==> config.mk <==
export PLATFORM = sky130hd
export DESIGN_NAME = usw_wire_ctrl
export DESIGN_NICKNAME = d
export VERILOG_FILES = /design/src/design/usw_pkg.sv /design/src/design/usw_wire_ctrl.sv /design/src/design/usw_sync.sv
export SDC_FILE = /design/constraint.sdc
export NUM_CORES = 1
export LEC_CHECK = 0
export BUFFER_PORTS_ARGS = -buffer_cell sky130_fd_sc_hd__buf_4
export CORE_UTILIZATION = 45
export DETAILED_ROUTE_END_ITERATION = 10
export PLACE_DENSITY = 0.9
export SLEW_MARGIN = 20
export SYNTH_ARGS = -nofsm -noshare
export SYNTH_HDL_FRONTEND = slang
export SYNTH_SLANG_ARGS = --single-unit
==> constraint.sdc <==
create_clock -name mclk -period 1.2 [get_ports mclk]
set_input_delay 0 -clock mclk [delete_from_list [all_inputs] [get_ports mclk]]
set_output_delay 0 -clock mclk [all_outputs]
set_load 0.01 [all_outputs]
==> src/design/usw_pkg.sv <==
// Shared constants, mode codes and decode helpers for the wire-mode pin control
package usw_pkg;

    // Pin slots within the three-pin group
    localparam int USW_PINS = 3;
    localparam int USW_PIN_SDA = 0;
    localparam int USW_PIN_DO = 1;
    localparam int USW_PIN_SCL = 2;

    // Synchroniser depth for pin inputs
    localparam int USW_SYNC_STAGES = 2;

    // Reset values
    localparam logic [2:0] USW_LATCH_RST = 3'h0;
    localparam logic [2:0] USW_PIN_RST = 3'h0;
    localparam logic USW_FLAG_RST = 1'h0;

    // Wire mode field encodings
    typedef enum logic [1:0] {
        USW_WM_OFF = 2'h0,
        USW_WM_THREE = 2'h1,
        USW_WM_TWO = 2'h2,
        USW_WM_TWO_HOLD = 2'h3
    } usw_mode_e;

    // Either two-wire flavour selected
    function automatic logic usw_is_two_wire(input logic [1:0] mode);
        return mode[1];
    endfunction

    // Three-wire flavour selected
    function automatic logic usw_is_three_wire(input logic [1:0] mode);
        return mode == USW_WM_THREE;
    endfunction

endpackage

==> src/design/usw_wire_ctrl.sv <==
// Wire-mode output control, flags and clock hold for the universal serial unit
//
// Overview of operation
// Request interrupt when wrap flag, wrap enable and global enable are all set.
// A wrap flag already pending requests at once when both enables rise.
// Wire mode changes pin outputs and start detection; data and clock inputs always work.
// Data input sampling and clock edge detection run in every wire mode.
// Mode 00 disables serial outputs, clock hold, start detector; pins act as port.
// Three-wire: serial data output replaces port latch; direction latch still decides.
// Three-wire: data output pin as input takes pull-up from its port latch.
// Three-wire: data input and clock pins keep ordinary port behaviour.
// A three-wire master toggles the clock latch in software, pin as output.
// Two-wire: SDA and SCL are open-collector, pulled low or released only.
// Two-wire: SDA and SCL drivers enabled only by their direction latch bits.
// Two-wire SDA pulled low when shift output bit or port latch is zero.
// Two-wire SCL pulled low when port latch zero or start hold active.
// A start condition holds SCL low until software clears the start flag.
// Pull-ups on SDA and SCL are off in either two-wire mode.
// Mode 11 also holds SCL low from counter wrap until wrap flag cleared.
// In two-wire modes the data input pin is SDA, the clock pin SCL.
// Wrap flag sets on counter roll from 15 to 0; cleared by writing one.
// Start flag sets on start condition in two-wire mode; cleared by writing one.
// Toggle strobe inverts the clock pin latch; it is write-only, reads zero.
// SCL is released only when every low request has ended.
`timescale 1ns/1ps
module usw_wire_ctrl
    import usw_pkg::*;
(
    input wire logic mclk,
    input wire logic rst_b,
    input wire logic [1:0] wire_mode_select,
    input wire logic counter_wrap_irq_enable,
    input wire logic global_irq_enable,
    input wire logic [2:0] port_direction_latch,
    input wire logic latch_wr_en,
    input wire logic [2:0] latch_wr_data,
    input wire logic clock_pin_toggle_strobe,
    input wire logic shift_msb,
    input wire logic counter_wrap_event,
    input wire logic wrap_flag_clear,
    input wire logic start_flag_clear,
    input wire logic [2:0] pin_in,
    output logic [2:0] pin_out,
    output logic [2:0] pin_oe,
    output logic [2:0] pin_pullup,
    output logic [2:0] port_output_latch,
    output logic counter_wrap_flag,
    output logic start_seen_flag,
    output logic wrap_irq_req,
    output logic serial_in_sample,
    output logic clk_pin_rise,
    output logic clk_pin_fall
);

    // Synchronised pin levels and their previous values
    logic [2:0] pin_s;
    logic sda_prev_r;
    logic scl_prev_r;

    // Held state
    logic [2:0] latch_r;
    logic [2:0] latch_nxt;
    logic wrap_flag_r;
    logic wrap_flag_nxt;
    logic start_flag_r;
    logic start_flag_nxt;
    logic irq_r;
    logic irq_nxt;
    logic din_r;
    logic rise_r;
    logic fall_r;
    logic [2:0] out_r;
    logic [2:0] out_nxt;
    logic [2:0] oe_r;
    logic [2:0] oe_nxt;
    logic [2:0] pu_r;
    logic [2:0] pu_nxt;

    // Pins are asynchronous to mclk, including the link clock
    usw_sync #(
        .WIDTH(USW_PINS)
    ) u_pin_sync (
        .mclk(mclk),
        .rst_b(rst_b),
        .async_in(pin_in),
        .sync_out(pin_s)
    );

    // Mode decode
    wire two_wire = usw_is_two_wire(wire_mode_select);
    wire three_wire = usw_is_three_wire(wire_mode_select);
    wire ovf_hold_mode = wire_mode_select == USW_WM_TWO_HOLD;

    // Pin views; the same pins serve as SDA and SCL in two-wire modes
    wire sda_now = pin_s[USW_PIN_SDA];
    wire scl_now = pin_s[USW_PIN_SCL];

    // Edge detection is mode-independent so external clocking always works
    wire scl_rise = scl_now & ~scl_prev_r;
    wire scl_fall = ~scl_now & scl_prev_r;

    // Start detector only armed in two-wire modes: SDA falls while SCL high
    wire start_event = two_wire & scl_now & scl_prev_r & sda_prev_r & ~sda_now;

    // Latch update: write first, toggle strobe then inverts the clock bit
    wire [2:0] latch_written = latch_wr_en ? latch_wr_data : latch_r;
    wire [2:0] toggle_mask = {clock_pin_toggle_strobe, 2'h0};
    assign latch_nxt = latch_written ^ toggle_mask;

    // Sticky flags; a set in the clearing cycle wins
    assign wrap_flag_nxt = counter_wrap_event | (wrap_flag_r & ~wrap_flag_clear);
    assign start_flag_nxt = start_event | (start_flag_r & ~start_flag_clear);

    // Level request, so a pending flag fires as soon as both enables rise
    assign irq_nxt = wrap_flag_r & counter_wrap_irq_enable & global_irq_enable;

    // SCL low requests, any one of them keeps the line down
    wire start_hold = two_wire & start_flag_r;
    wire ovf_hold = ovf_hold_mode & wrap_flag_r;
    wire scl_low = ~latch_r[USW_PIN_SCL] | start_hold | ovf_hold;
    wire sda_low = ~shift_msb | ~latch_r[USW_PIN_SDA];

    // Ordinary port behaviour, used by any pin the mode does not claim
    wire [2:0] port_out = latch_r;
    wire [2:0] port_oe = port_direction_latch;
    wire [2:0] port_pu = ~port_direction_latch & latch_r;

    // Two-wire open-collector drive: output level always zero
    wire sda_oe_tw = port_direction_latch[USW_PIN_SDA] & sda_low;
    wire scl_oe_tw = port_direction_latch[USW_PIN_SCL] & scl_low;

    // Three-wire data output overrides the latch but keeps direction
    wire [2:0] tw3_out = {latch_r[USW_PIN_SCL], shift_msb, latch_r[USW_PIN_SDA]};

    // Two-wire pin values: SDA and SCL open-collector, data output pin as port
    wire [2:0] tw2_out = {1'h0, latch_r[USW_PIN_DO], 1'h0};
    wire [2:0] tw2_oe = {scl_oe_tw, port_direction_latch[USW_PIN_DO], sda_oe_tw};
    wire [2:0] tw2_pu = {1'h0, port_pu[USW_PIN_DO], 1'h0};

    // Output selection by mode; inputs are never steered here
    always_comb begin
        out_nxt = port_out;
        oe_nxt = port_oe;
        pu_nxt = port_pu;
        unique case (wire_mode_select)
            USW_WM_OFF: begin
                out_nxt = port_out;
            end
            USW_WM_THREE: begin
                out_nxt = tw3_out;
                pu_nxt = port_pu;
            end
            USW_WM_TWO, USW_WM_TWO_HOLD: begin
                out_nxt = tw2_out;
                oe_nxt = tw2_oe;
                pu_nxt = tw2_pu;
            end
        endcase
    end

    // Pin history for edge and start detection
    always_ff @(posedge mclk) begin
        if (!rst_b) begin
            sda_prev_r <= 1'h1;
            scl_prev_r <= 1'h1;
        end else begin
            sda_prev_r <= sda_now;
            scl_prev_r <= scl_now;
        end
    end

    // Port output latch, owned here so the toggle strobe can act on it
    always_ff @(posedge mclk) begin
        if (!rst_b) begin
            latch_r <= USW_LATCH_RST;
        end else begin
            latch_r <= latch_nxt;
        end
    end

    // Flags and interrupt request
    always_ff @(posedge mclk) begin
        if (!rst_b) begin
            wrap_flag_r <= USW_FLAG_RST;
            start_flag_r <= USW_FLAG_RST;
            irq_r <= 1'h0;
        end else begin
            wrap_flag_r <= wrap_flag_nxt;
            start_flag_r <= start_flag_nxt;
            irq_r <= irq_nxt;
        end
    end

    // Sampled data input and clock edges, valid with outputs disabled too
    always_ff @(posedge mclk) begin
        if (!rst_b) begin
            din_r <= 1'h0;
            rise_r <= 1'h0;
            fall_r <= 1'h0;
        end else begin
            din_r <= sda_now;
            rise_r <= scl_rise;
            fall_r <= scl_fall;
        end
    end

    // Registered pin drive; costs one cycle but keeps outputs glitch free
    always_ff @(posedge mclk) begin
        if (!rst_b) begin
            out_r <= USW_PIN_RST;
            oe_r <= USW_PIN_RST;
            pu_r <= USW_PIN_RST;
        end else begin
            out_r <= out_nxt;
            oe_r <= oe_nxt;
            pu_r <= pu_nxt;
        end
    end

    assign pin_out = out_r;
    assign pin_oe = oe_r;
    assign pin_pullup = pu_r;
    assign port_output_latch = latch_r;
    assign counter_wrap_flag = wrap_flag_r;
    assign start_seen_flag = start_flag_r;
    assign wrap_irq_req = irq_r;
    assign serial_in_sample = din_r;
    assign clk_pin_rise = rise_r;
    assign clk_pin_fall = fall_r;

    // Interrupt follows a pending flag once both enables are high
    a_irq_when_pending: assert property (
        @(posedge mclk) disable iff (!rst_b)
        wrap_flag_r && counter_wrap_irq_enable && global_irq_enable |=> wrap_irq_req)
        else $error("wrap interrupt not requested");

    // Late enable on a pending flag fires on the next edge
    a_irq_late_enable: assert property (
        @(posedge mclk) disable iff (!rst_b)
        wrap_flag_r && $rose(counter_wrap_irq_enable) && global_irq_enable
        && !wrap_flag_clear |=> wrap_irq_req)
        else $error("pending wrap interrupt delayed");

    // No request without the local enable
    a_irq_gated: assert property (
        @(posedge mclk) disable iff (!rst_b)
        !counter_wrap_irq_enable |=> !wrap_irq_req)
        else $error("wrap interrupt without enable");

    // Wrap flag set and sticky until written one
    a_wrap_flag_sticky: assert property (
        @(posedge mclk) disable iff (!rst_b)
        (counter_wrap_event || wrap_flag_r) && !wrap_flag_clear
        |=> counter_wrap_flag)
        else $error("wrap flag lost");

    // Start condition sets the start flag
    a_start_flag_set: assert property (
        @(posedge mclk) disable iff (!rst_b)
        start_event |=> start_seen_flag)
        else $error("start flag not set");

    // Two-wire pins never drive high and have no pull-up
    a_two_wire_drive: assert property (
        @(posedge mclk) disable iff (!rst_b)
        usw_is_two_wire(wire_mode_select) |=> !pin_out[USW_PIN_SDA]
        && !pin_out[USW_PIN_SCL] && !pin_pullup[USW_PIN_SDA] && !pin_pullup[USW_PIN_SCL])
        else $error("two-wire pin driven high or pulled up");

    // Start hold keeps SCL low while its direction bit is set
    a_scl_start_hold: assert property (
        @(posedge mclk) disable iff (!rst_b)
        usw_is_two_wire(wire_mode_select) && start_seen_flag
        && port_direction_latch[USW_PIN_SCL] |=> pin_oe[USW_PIN_SCL])
        else $error("SCL not held after start");

    // Overflow hold in mode 11
    a_scl_ovf_hold: assert property (
        @(posedge mclk) disable iff (!rst_b)
        wire_mode_select == USW_WM_TWO_HOLD && counter_wrap_flag
        && port_direction_latch[USW_PIN_SCL] |=> pin_oe[USW_PIN_SCL])
        else $error("SCL not held after overflow");

    // Port mode mirrors the latches
    a_off_mode_port: assert property (
        @(posedge mclk) disable iff (!rst_b)
        wire_mode_select == USW_WM_OFF |=> pin_oe == $past(port_direction_latch)
        && pin_out == $past(port_output_latch))
        else $error("port pins altered in off mode");

    // Three-wire data output carries the shift output bit
    a_three_wire_do: assert property (
        @(posedge mclk) disable iff (!rst_b)
        three_wire |=> pin_out[USW_PIN_DO] == $past(shift_msb))
        else $error("data output not from shift bit");

    // Toggle strobe inverts the clock latch
    a_toggle_inverts: assert property (
        @(posedge mclk) disable iff (!rst_b)
        clock_pin_toggle_strobe && !latch_wr_en
        |=> port_output_latch[USW_PIN_SCL] != $past(port_output_latch[USW_PIN_SCL]))
        else $error("toggle strobe did not invert clock latch");

    // Two-wire SDA pulled low by a zero shift bit or latch bit
    a_sda_drive_low: assert property (
        @(posedge mclk) disable iff (!rst_b)
        two_wire |=> pin_oe[USW_PIN_SDA]
        == $past(port_direction_latch[USW_PIN_SDA] & (~shift_msb | ~latch_r[USW_PIN_SDA])))
        else $error("SDA drive does not follow shift and latch bits");

    // SCL let go once no low request is left
    a_scl_release: assert property (
        @(posedge mclk) disable iff (!rst_b)
        two_wire && latch_r[USW_PIN_SCL] && !start_flag_r && !ovf_hold
        |=> !pin_oe[USW_PIN_SCL])
        else $error("SCL held with no low request");

    // Two-wire drivers need their direction bits
    a_oe_needs_dir: assert property (
        @(posedge mclk) disable iff (!rst_b)
        two_wire |=> (pin_oe & ~$past(port_direction_latch)) == 3'h0)
        else $error("two-wire driver on without direction bit");

    // Three-wire input pins take their pull-up from the latch
    a_three_wire_pullup: assert property (
        @(posedge mclk) disable iff (!rst_b)
        three_wire |=> pin_pullup == $past(~port_direction_latch & latch_r))
        else $error("three-wire pull-up not from latch");

    // No start flag outside two-wire modes
    a_start_off_modes: assert property (
        @(posedge mclk) disable iff (!rst_b)
        !two_wire && !start_flag_r |=> !start_seen_flag)
        else $error("start flag set outside two-wire mode");

    // Writing one clears the start flag
    a_start_flag_clear: assert property (
        @(posedge mclk) disable iff (!rst_b)
        start_flag_r && start_flag_clear && !start_event |=> !start_seen_flag)
        else $error("start flag not cleared");

    // A wrap in the clearing cycle keeps the flag
    a_wrap_set_wins: assert property (
        @(posedge mclk) disable iff (!rst_b)
        counter_wrap_event && wrap_flag_clear |=> counter_wrap_flag)
        else $error("wrap flag lost to clear");

endmodule

==> src/design/usw_sync.sv <==
// Two-flop synchroniser for asynchronous pin inputs
`timescale 1ns/1ps
module usw_sync
    import usw_pkg::*;
#(
    parameter int WIDTH = USW_PINS
) (
    input wire logic mclk,
    input wire logic rst_b,
    input wire logic [WIDTH-1:0] async_in,
    output logic [WIDTH-1:0] sync_out
);

    logic [WIDTH-1:0] meta_r;
    logic [WIDTH-1:0] sync_r;

    // First stage feeds only the second stage
    always_ff @(posedge mclk) begin
        if (!rst_b) begin
            meta_r <= '1; // Idle bus level, so no false edge after reset
            sync_r <= '1;
        end else begin
            meta_r <= async_in;
            sync_r <= meta_r;
        end
    end

    assign sync_out = sync_r;

endmodule

==> summary.txt, run 1 <==
Finish
  • Area growth syn-to-layout: 75.46%
  • Fillers: 61
  • Multi-input gate area: 255.2 um2
  • Layout cells sized above 1: 35.16%
  • Final Non-Filler Cells: 144
  • Final nets: 150
  • Register area: 484.2 um2
  • Most common cell after layout, fill and taps aside: buf_4
  • Leading cell types in the layout, fill and taps excluded: buf_4 (38), dlygate4sd3_1 (23), dfxtp_1 (21)
  • Final antenna diode count: 0

Critical path
  • WS Path Type: input port to register
  • Worst Setup Start Kind: input port
  • Reg2reg start: port_output_latch[1]
  • Crit Reg-Reg Endpoint: port_output_latch[1]
  • Critical path peak fanout: 1
  • CP Data Required Time: 1.42 ns
  • Reg2reg setup slack: 0.01 ns
  • Arrival time worst endpoint: 1.43 ns
  • CP endpoint kind: register
  • Reg2Reg Depth: 3

Global route
  • GR Overflow Total: 0
  • Vias in the first global route: 681
  • GRT Overall Usage: 25.13%
  • Initial antenna violation count: 0
  • Global-route wire length before repair: 3.222 mm
  • Maximum number of pins on one net before global-route repair: 20

Drt
  • Drt first pass iters: 5
  • Vias: 714
  • Post-Route WL: 2.152 mm
  • Detailed Route Iter0 Violations: 10
  • Routed len/inst: 14.94 um
  • Via density per instance: 4.958
  • DRC errors left: 0
  • DRT antenna net count: 0

STA
  • Final setup viols: 1
  • Max Clock Freq: 831.5 MHz
  • Final Hold Vio Count: 0
  • Slack of the critical path: -0.002577 ns
  • Final min period: 1.203 ns
  • Worst-Margin Slew: 0.2454 ns
  • Crit share post-route: 100.2%
  • Rel. slew slack: 83.54%
  • Clock skew: 0.001948 ns
  • Post-route setup TNS: -0.002577 ns
  • Max Slew Vio Count: 0

Worst hold path
  • Hold path cells: 2
  • Hold Startpoint: rst_b
  • Worst Hold End: pin_out[1]
  • Min-delay worst type: input port to register

Floorplanning
  • Standard-cell row count: 14
  • Starting Density: 49.18%
  • DIE WIDTH: 42.81 um
  • Die Ht: 42.81 um
  • Boundary Pins: 39
  • Core region area: 0.001524 mm2
  • Die area: 0.001833 mm2

Clocking
  • CTS tree: built
  • CTS buffer count: 3
  • # clock sinks: 24
  • Worst skew pair latency: 0.32 ns
  • Register clock-pin slew on the reported worst setup and hold paths: 0.13 ns
  • H-tree depth: 1
  • Clk root buf: clkbuf_4
  • Clock buffer depth: 2

Synthesis
  • Area contributors post-synth: dfxtp_1 (64%), nor2b_1 (5.8%), mux2i_1 (5.3%), nand2b_1 (5.0%), and3b_1 (3.5%)
  • Cell count after synthesis: 65
  • Post-synthesis register bit count: 24
  • Sequential area share after synthesis: 64.11%
  • Mapped Avg Cell Area: 11.53 um2
  • YS warnings: 0
  • Distinct cell type count after synthesis: 19
  • Netlist Area Pre-Place: 749.5 um2
  • Syn_nets: 86
  • Yosys top cell area share: 64.11%
  • Yosys top cell by area: dfxtp_1

Power
  • Worst vdd ir: 1.094 mV
  • Leakage Power: 0.6309 nW
  • Total power draw: 1.525 mW
  • Cell Pwr Density: 1160 mW/mm2

Placement
  • Placed cell count: 116
  • Port bufs: 37
  • RD Place Congestion: 0.7076
  • Pre-CTS WS: 0.3567 ns
  • Detailed placer's ending HPWL: 988.9 um

Run status
  • Outcome: complete, but fails checks
  • Violated checks: setup timing

Run
  • Max Cap Violations: 0
## state kept, by name (all words and copies together) (netlist names)
name                 flops
pin_oe                   3
pin_out                  3
pin_pullup               3
port_output_latch        3
u_pin_sync.meta_r        2
u_pin_sync.sync_out      2
clk_pin_fall             1
clk_pin_rise             1
counter_wrap_flag        1
scl_prev_r               1
sda_prev_r               1
serial_in_sample         1
start_seen_flag          1
wrap_irq_req             1
## how the worst max path moves through the flow
stage	from	end	cells after the start
5_1_grt	latch_wr_data[1]	port_output_latch[1]	5
3_5_place_dp	port_output_latch[2]	port_output_latch[2]	3
3_3_place_gp	port_output_latch[2]	port_output_latch[2]	3
6_report	latch_wr_data[1]	port_output_latch[1]	5
4_1_cts	port_output_latch[1]	port_output_latch[1]	3
2_1_floorplan	port_output_latch[2]	port_output_latch[2]	3
## cells by family (layout without fill, tap and decap cells)
logic type      after synthesis  in the layout  share of synthesized area, %
flops                        24             24                         64.11
simple gates                 29             29                         24.04
mux                           4              4                         5.342
buf+inv                       3             66                         1.836
xor+xnor                      1              1                         1.169
compound gates                4              4                         3.506
## what timing repair did
item                                    CTS  global route
hold endpoints to repair                 18             2
buffers inserted                          0             1
endpoints found under the setup margin    0             3
hold buffers                             22             2
gates resized for setup                   0             3
## worst max-delay path, stage by stage
cell           delay, ns
dlygate4sd3_1       0.54
buf_4               0.14
mux2i_1             0.14
nor2b_1             0.06
dlygate4sd3_1       0.55
## synth_stat cells (all sizes together)
| cell type | number |
|---|---|
| dfxtp | 24 |
| and2 | 3 |
| xnor2 | 1 |
| a211oi | 1 |
| and3b | 3 |
| o21a | 1 |
| nor2b | 7 |
| mux2i | 4 |
| a31oi | 1 |
| and3 | 1 |
| nand3 | 1 |
| nand3b | 2 |
| and4 | 1 |
| nand2b | 6 |
| o21ai | 1 |
| nor2 | 2 |
| inv | 1 |
| nand2 | 3 |
| buf | 2 |
## layout make-up
type,instances,share of cell area (%)
Tap cell,16,1.522
Clock buffer,4,2.759
Sequential cell,24,36.82
Timing Repair Buffer,61,39.20
Inverter,1,0.2854
Multi-Input combinational cell,38,19.41
## power by group
group	total [mW]	switching, mW	internal, mW
Sequential	0.851	0.0186	0.833
Combinational	0.236	0.0847	0.152
Clock	0.437	0.252	0.186
## metrics by stage
step | utilization, % | hold slack [ns] | cell area (um2)
after floorplan | - | 0.07161 | 749.5
after global placement | 68.06 | 0.1690 | 1037
after detailed placement | 68.06 | 0.1708 | 1037
after CTS | 84.89 | 0.001331 | 1294
after global routing | 86.29 | 0.02567 | 1315
final | 86.29 | 0.02494 | 1315
## per-layer routing
layer / track usage [%] / part of all wire [%] / vias up
met4: 10.00 / 3.0 / 0
met2: 43.33 / 49 / 35
li1: - / - / 339
met3: 4.681 / 5.2 / 6
met1: 30.52 / 43 / 334
met5: 0 / 0 / -
Power figures use the tool's default switching activity.
==> run 2: changes to the inputs <==
--- a/config.mk
+++ b/config.mk
@@ -5,10 +5,11 @@
 export SDC_FILE = /design/constraint.sdc
 export NUM_CORES = 1
 export LEC_CHECK = 0
+export ABC_AREA = 1
 export BUFFER_PORTS_ARGS = -buffer_cell sky130_fd_sc_hd__buf_4
-export CORE_UTILIZATION = 45
+export CORE_UTILIZATION = 42
 export DETAILED_ROUTE_END_ITERATION = 10
-export PLACE_DENSITY = 0.9
+export PLACE_DENSITY = 0.85
 export SLEW_MARGIN = 20
 export SYNTH_ARGS = -nofsm -noshare
 export SYNTH_HDL_FRONTEND = slang
==> constraint.sdc (replaced) <==
create_clock -name mclk -period 1.35 [get_ports mclk]
set_input_delay 0 -clock mclk [delete_from_list [all_inputs] [get_ports mclk]]
set_output_delay 0 -clock mclk [all_outputs]
set_load 0.01 [all_outputs]
==> summary.txt, run 2 <==
Run status
  • Outcome: complete, but fails checks
  • Violated checks: DRC

STA
  • Max Slew Vio Count: 0
  • Rel. slew slack: 88.81%
  • Setup repair after global routing missed its margin: no
  • Final min period: 1.274 ns
  • Final Hold Vio Count: 0
  • Worst-Margin Slew: 0.1677 ns
  • Clock skew: 0.007301 ns
  • Crit share post-route: 94.40%
  • Slack of the critical path: 0.07554 ns
  • WHS: 0.02226 ns
  • Post-route setup TNS: 0 ns
  • Final setup viols: 0
  • Max Clock Freq: 784.6 MHz

Clocking
  • # clock sinks: 24
  • Register clock-pin slew on the reported worst setup and hold paths: 0.13 ns
  • CTS buffer count: 3
  • Clock buffer depth: 2
  • Worst skew pair latency: 0.30 ns
  • CTS tree: built
  • H-tree depth: 1
  • Setup bufs post-CTS: 0
  • Clk root buf: clkbuf_4

Floorplanning
  • Starting Density: 47.30%
  • Die Ht: 44.14 um
  • Die area: 0.001948 mm2
  • Standard-cell row count: 14
  • Core region area: 0.001577 mm2
  • DIE WIDTH: 44.14 um
  • Boundary Pins: 39

Synthesis
  • Prevailing post-synth register cell: dfxtp_1
  • Area contributors post-synth: dfxtp_1 (64%), nand2_1 (6.5%), nor2_1 (5.5%), inv_1 (4.5%), or2_1 (3.4%)
  • Sequential area share after synthesis: 64.43%
  • YS warnings: 0
  • Async set-reset flop share out of synthesis: 0%
  • Distinct cell type count after synthesis: 15
  • Yosys top cell by area: dfxtp_1
  • Number of synthesized flops with an enable pin: 0
  • Yosys top cell area share: 64.43%
  • List of most frequent post-synthesis cells: dfxtp_1 (24), nand2_1 (13), nor2_1 (11)
  • Mapped Avg Cell Area: 9.094 um2
  • Netlist Area Pre-Place: 745.7 um2
  • Most frequent cell after synthesis: dfxtp_1
  • Syn_nets: 103
  • Cell count after synthesis: 82
  • Post-synthesis register bit count: 24

Run
  • Max Cap Violations: 0

Power
  • Part of the power in registers: 57.5%
  • Combinational Power Share: 15.2%
  • P_int: 1.027 mW
  • Cell Pwr Density: 1038 mW/mm2
  • Switching share of total power: 22.36%
  • Worst vdd ir: 0.6872 mV
  • Sw power: 0.2960 mW
  • Leakage Power: 0.6365 nW
  • Total power draw: 1.323 mW
  • Clock power frac: 27.3%

Critical path
  • CP Data Required Time: 1.61 ns
  • Arrival time worst endpoint: 1.53 ns
  • WS Path Type: input port to register
  • CP endpoint kind: register
  • Crit. Startpoint: rst_b
  • Reg2reg setup slack: 0.11 ns
  • Reg2reg start: port_output_latch[0]
  • Crit Reg-Reg Endpoint: port_output_latch[0]
  • Worst Setup Start Kind: input port
  • Critical path peak fanout: 16
  • Reg2Reg Depth: 3

Finish
  • Fillers: 98
  • Area growth syn-to-layout: 70.97%
  • Most common cell after layout, fill and taps aside: buf_4
  • Final antenna diode count: 0
  • Register area: 483.0 um2
  • Multi-input gate area: 216.5 um2
  • Leading cell types in the layout, fill and taps excluded: buf_4 (36), dfxtp_1 (22), dlygate4sd3_1 (20)
  • Layout cells sized above 1: 31.69%
  • Final nets: 164
  • Final Non-Filler Cells: 158

Drt
  • Via density per instance: 4.892
  • Vias: 773
  • DRT antenna net count: 0
  • Routed len/inst: 12.10 um
  • Detailed Route Iter0 Violations: 20
  • DRC errors left: 3
  • Drt first pass iters: 8
  • Post-Route WL: 1.912 mm

Global route
  • Global-route wire length before repair: 3.305 mm
  • Initial antenna violation count: 0
  • Vias in the first global route: 842
  • GRT Overall Usage: 23.29%
  • Maximum number of pins on one net before global-route repair: 17
  • GR Overflow Total: 0

Worst hold path
  • Min-delay worst type: input port to register
  • Hold path cells: 4
  • Worst Hold End: port_output_latch[2]
  • Hold Startpoint: clock_pin_toggle_strobe

Placement
  • RD Place Congestion: 0.7640
  • Pre-CTS WS: 0.5651 ns
  • Detailed placer's ending HPWL: 1.160 mm
  • Placed cell count: 134
  • Port bufs: 37
## run 2: area by class of cell
| cell class | count | share of cell area, % |
|---|---|---|
| repair buffers | 57 | 37.78 |
| clock buffers | 4 | 2.846 |
| flip-flops and latches | 24 | 37.88 |
| well taps | 16 | 1.570 |
| inverters | 10 | 2.944 |
| multi-input cells | 47 | 16.98 |
## run 2: kinds of logic after synthesis
group / Yosys count / share of synthesized area (%)
and+or+nand+nor: 38 / 22.82
DFF: 24 / 64.43
buffers and inverters: 11 / 6.543
AOI/OAI and AO/OA: 9 / 6.209
## run 2: per-layer routing
layer / GRT usage, % / vias to the layer above / part of all wire, %
met5: 0 / - / 0
met4: 13.33 / 0 / 1.5
met3: 5.306 / 6 / 6.0
met2: 45.59 / 32 / 55
met1: 21.41 / 360 / 38
li1: - / 375 / -
## run 2: how the worst max path moves through the flow
| stage | endpoint | slack [ns] |
|---|---|---|
| 2_1_floorplan | port_output_latch[2] | 0.60 |
| 3_3_place_gp | port_output_latch[2] | 0.63 |
| 3_5_place_dp | port_output_latch[2] | 0.57 |
| 4_1_cts | pin_pullup[0] | 0.11 |
| 5_1_grt | port_output_latch[0] | 0.004 |
| 6_report | pin_pullup[0] | 0.08 |
## run 2: metrics by stage
step | area (um2) | utilization (%)
floorplan | 745.7 | -
global placement | 1032 | 65.48
detailed placement | 1032 | 65.48
CTS | 1269 | 80.48
global route | 1275 | 80.87
finish | 1275 | 80.87
## run 2: worst max-delay path, cell delays in order
cell	delay, ns
dlygate4sd3_1	0.56
buf_6	0.17
nand2_1	0.09
nor3_1	0.14
dlygate4sd3_1	0.57
## run 2: repair_timing
item / CTS / global route
setup endpoints to repair: 0 / 3
hold endpoints to repair: 18 / 0
hold buffers: 20 / 0
gates resized for setup: 0 / 3
## run 2: power by group through the flow
| stage | clock, mW | sequential (mW) | combinational (mW) |
|---|---|---|---|
| after detailed placement | 0 | 0.774 | 0.152 |
| after CTS | 0.372 | 0.758 | 0.195 |
| after global routing | 0.402 | 0.765 | 0.221 |
| final | 0.361 | 0.762 | 0.201 |
| after floorplan | 0 | 0.784 | 0.0466 |
| after global placement | 0 | 0.773 | 0.147 |
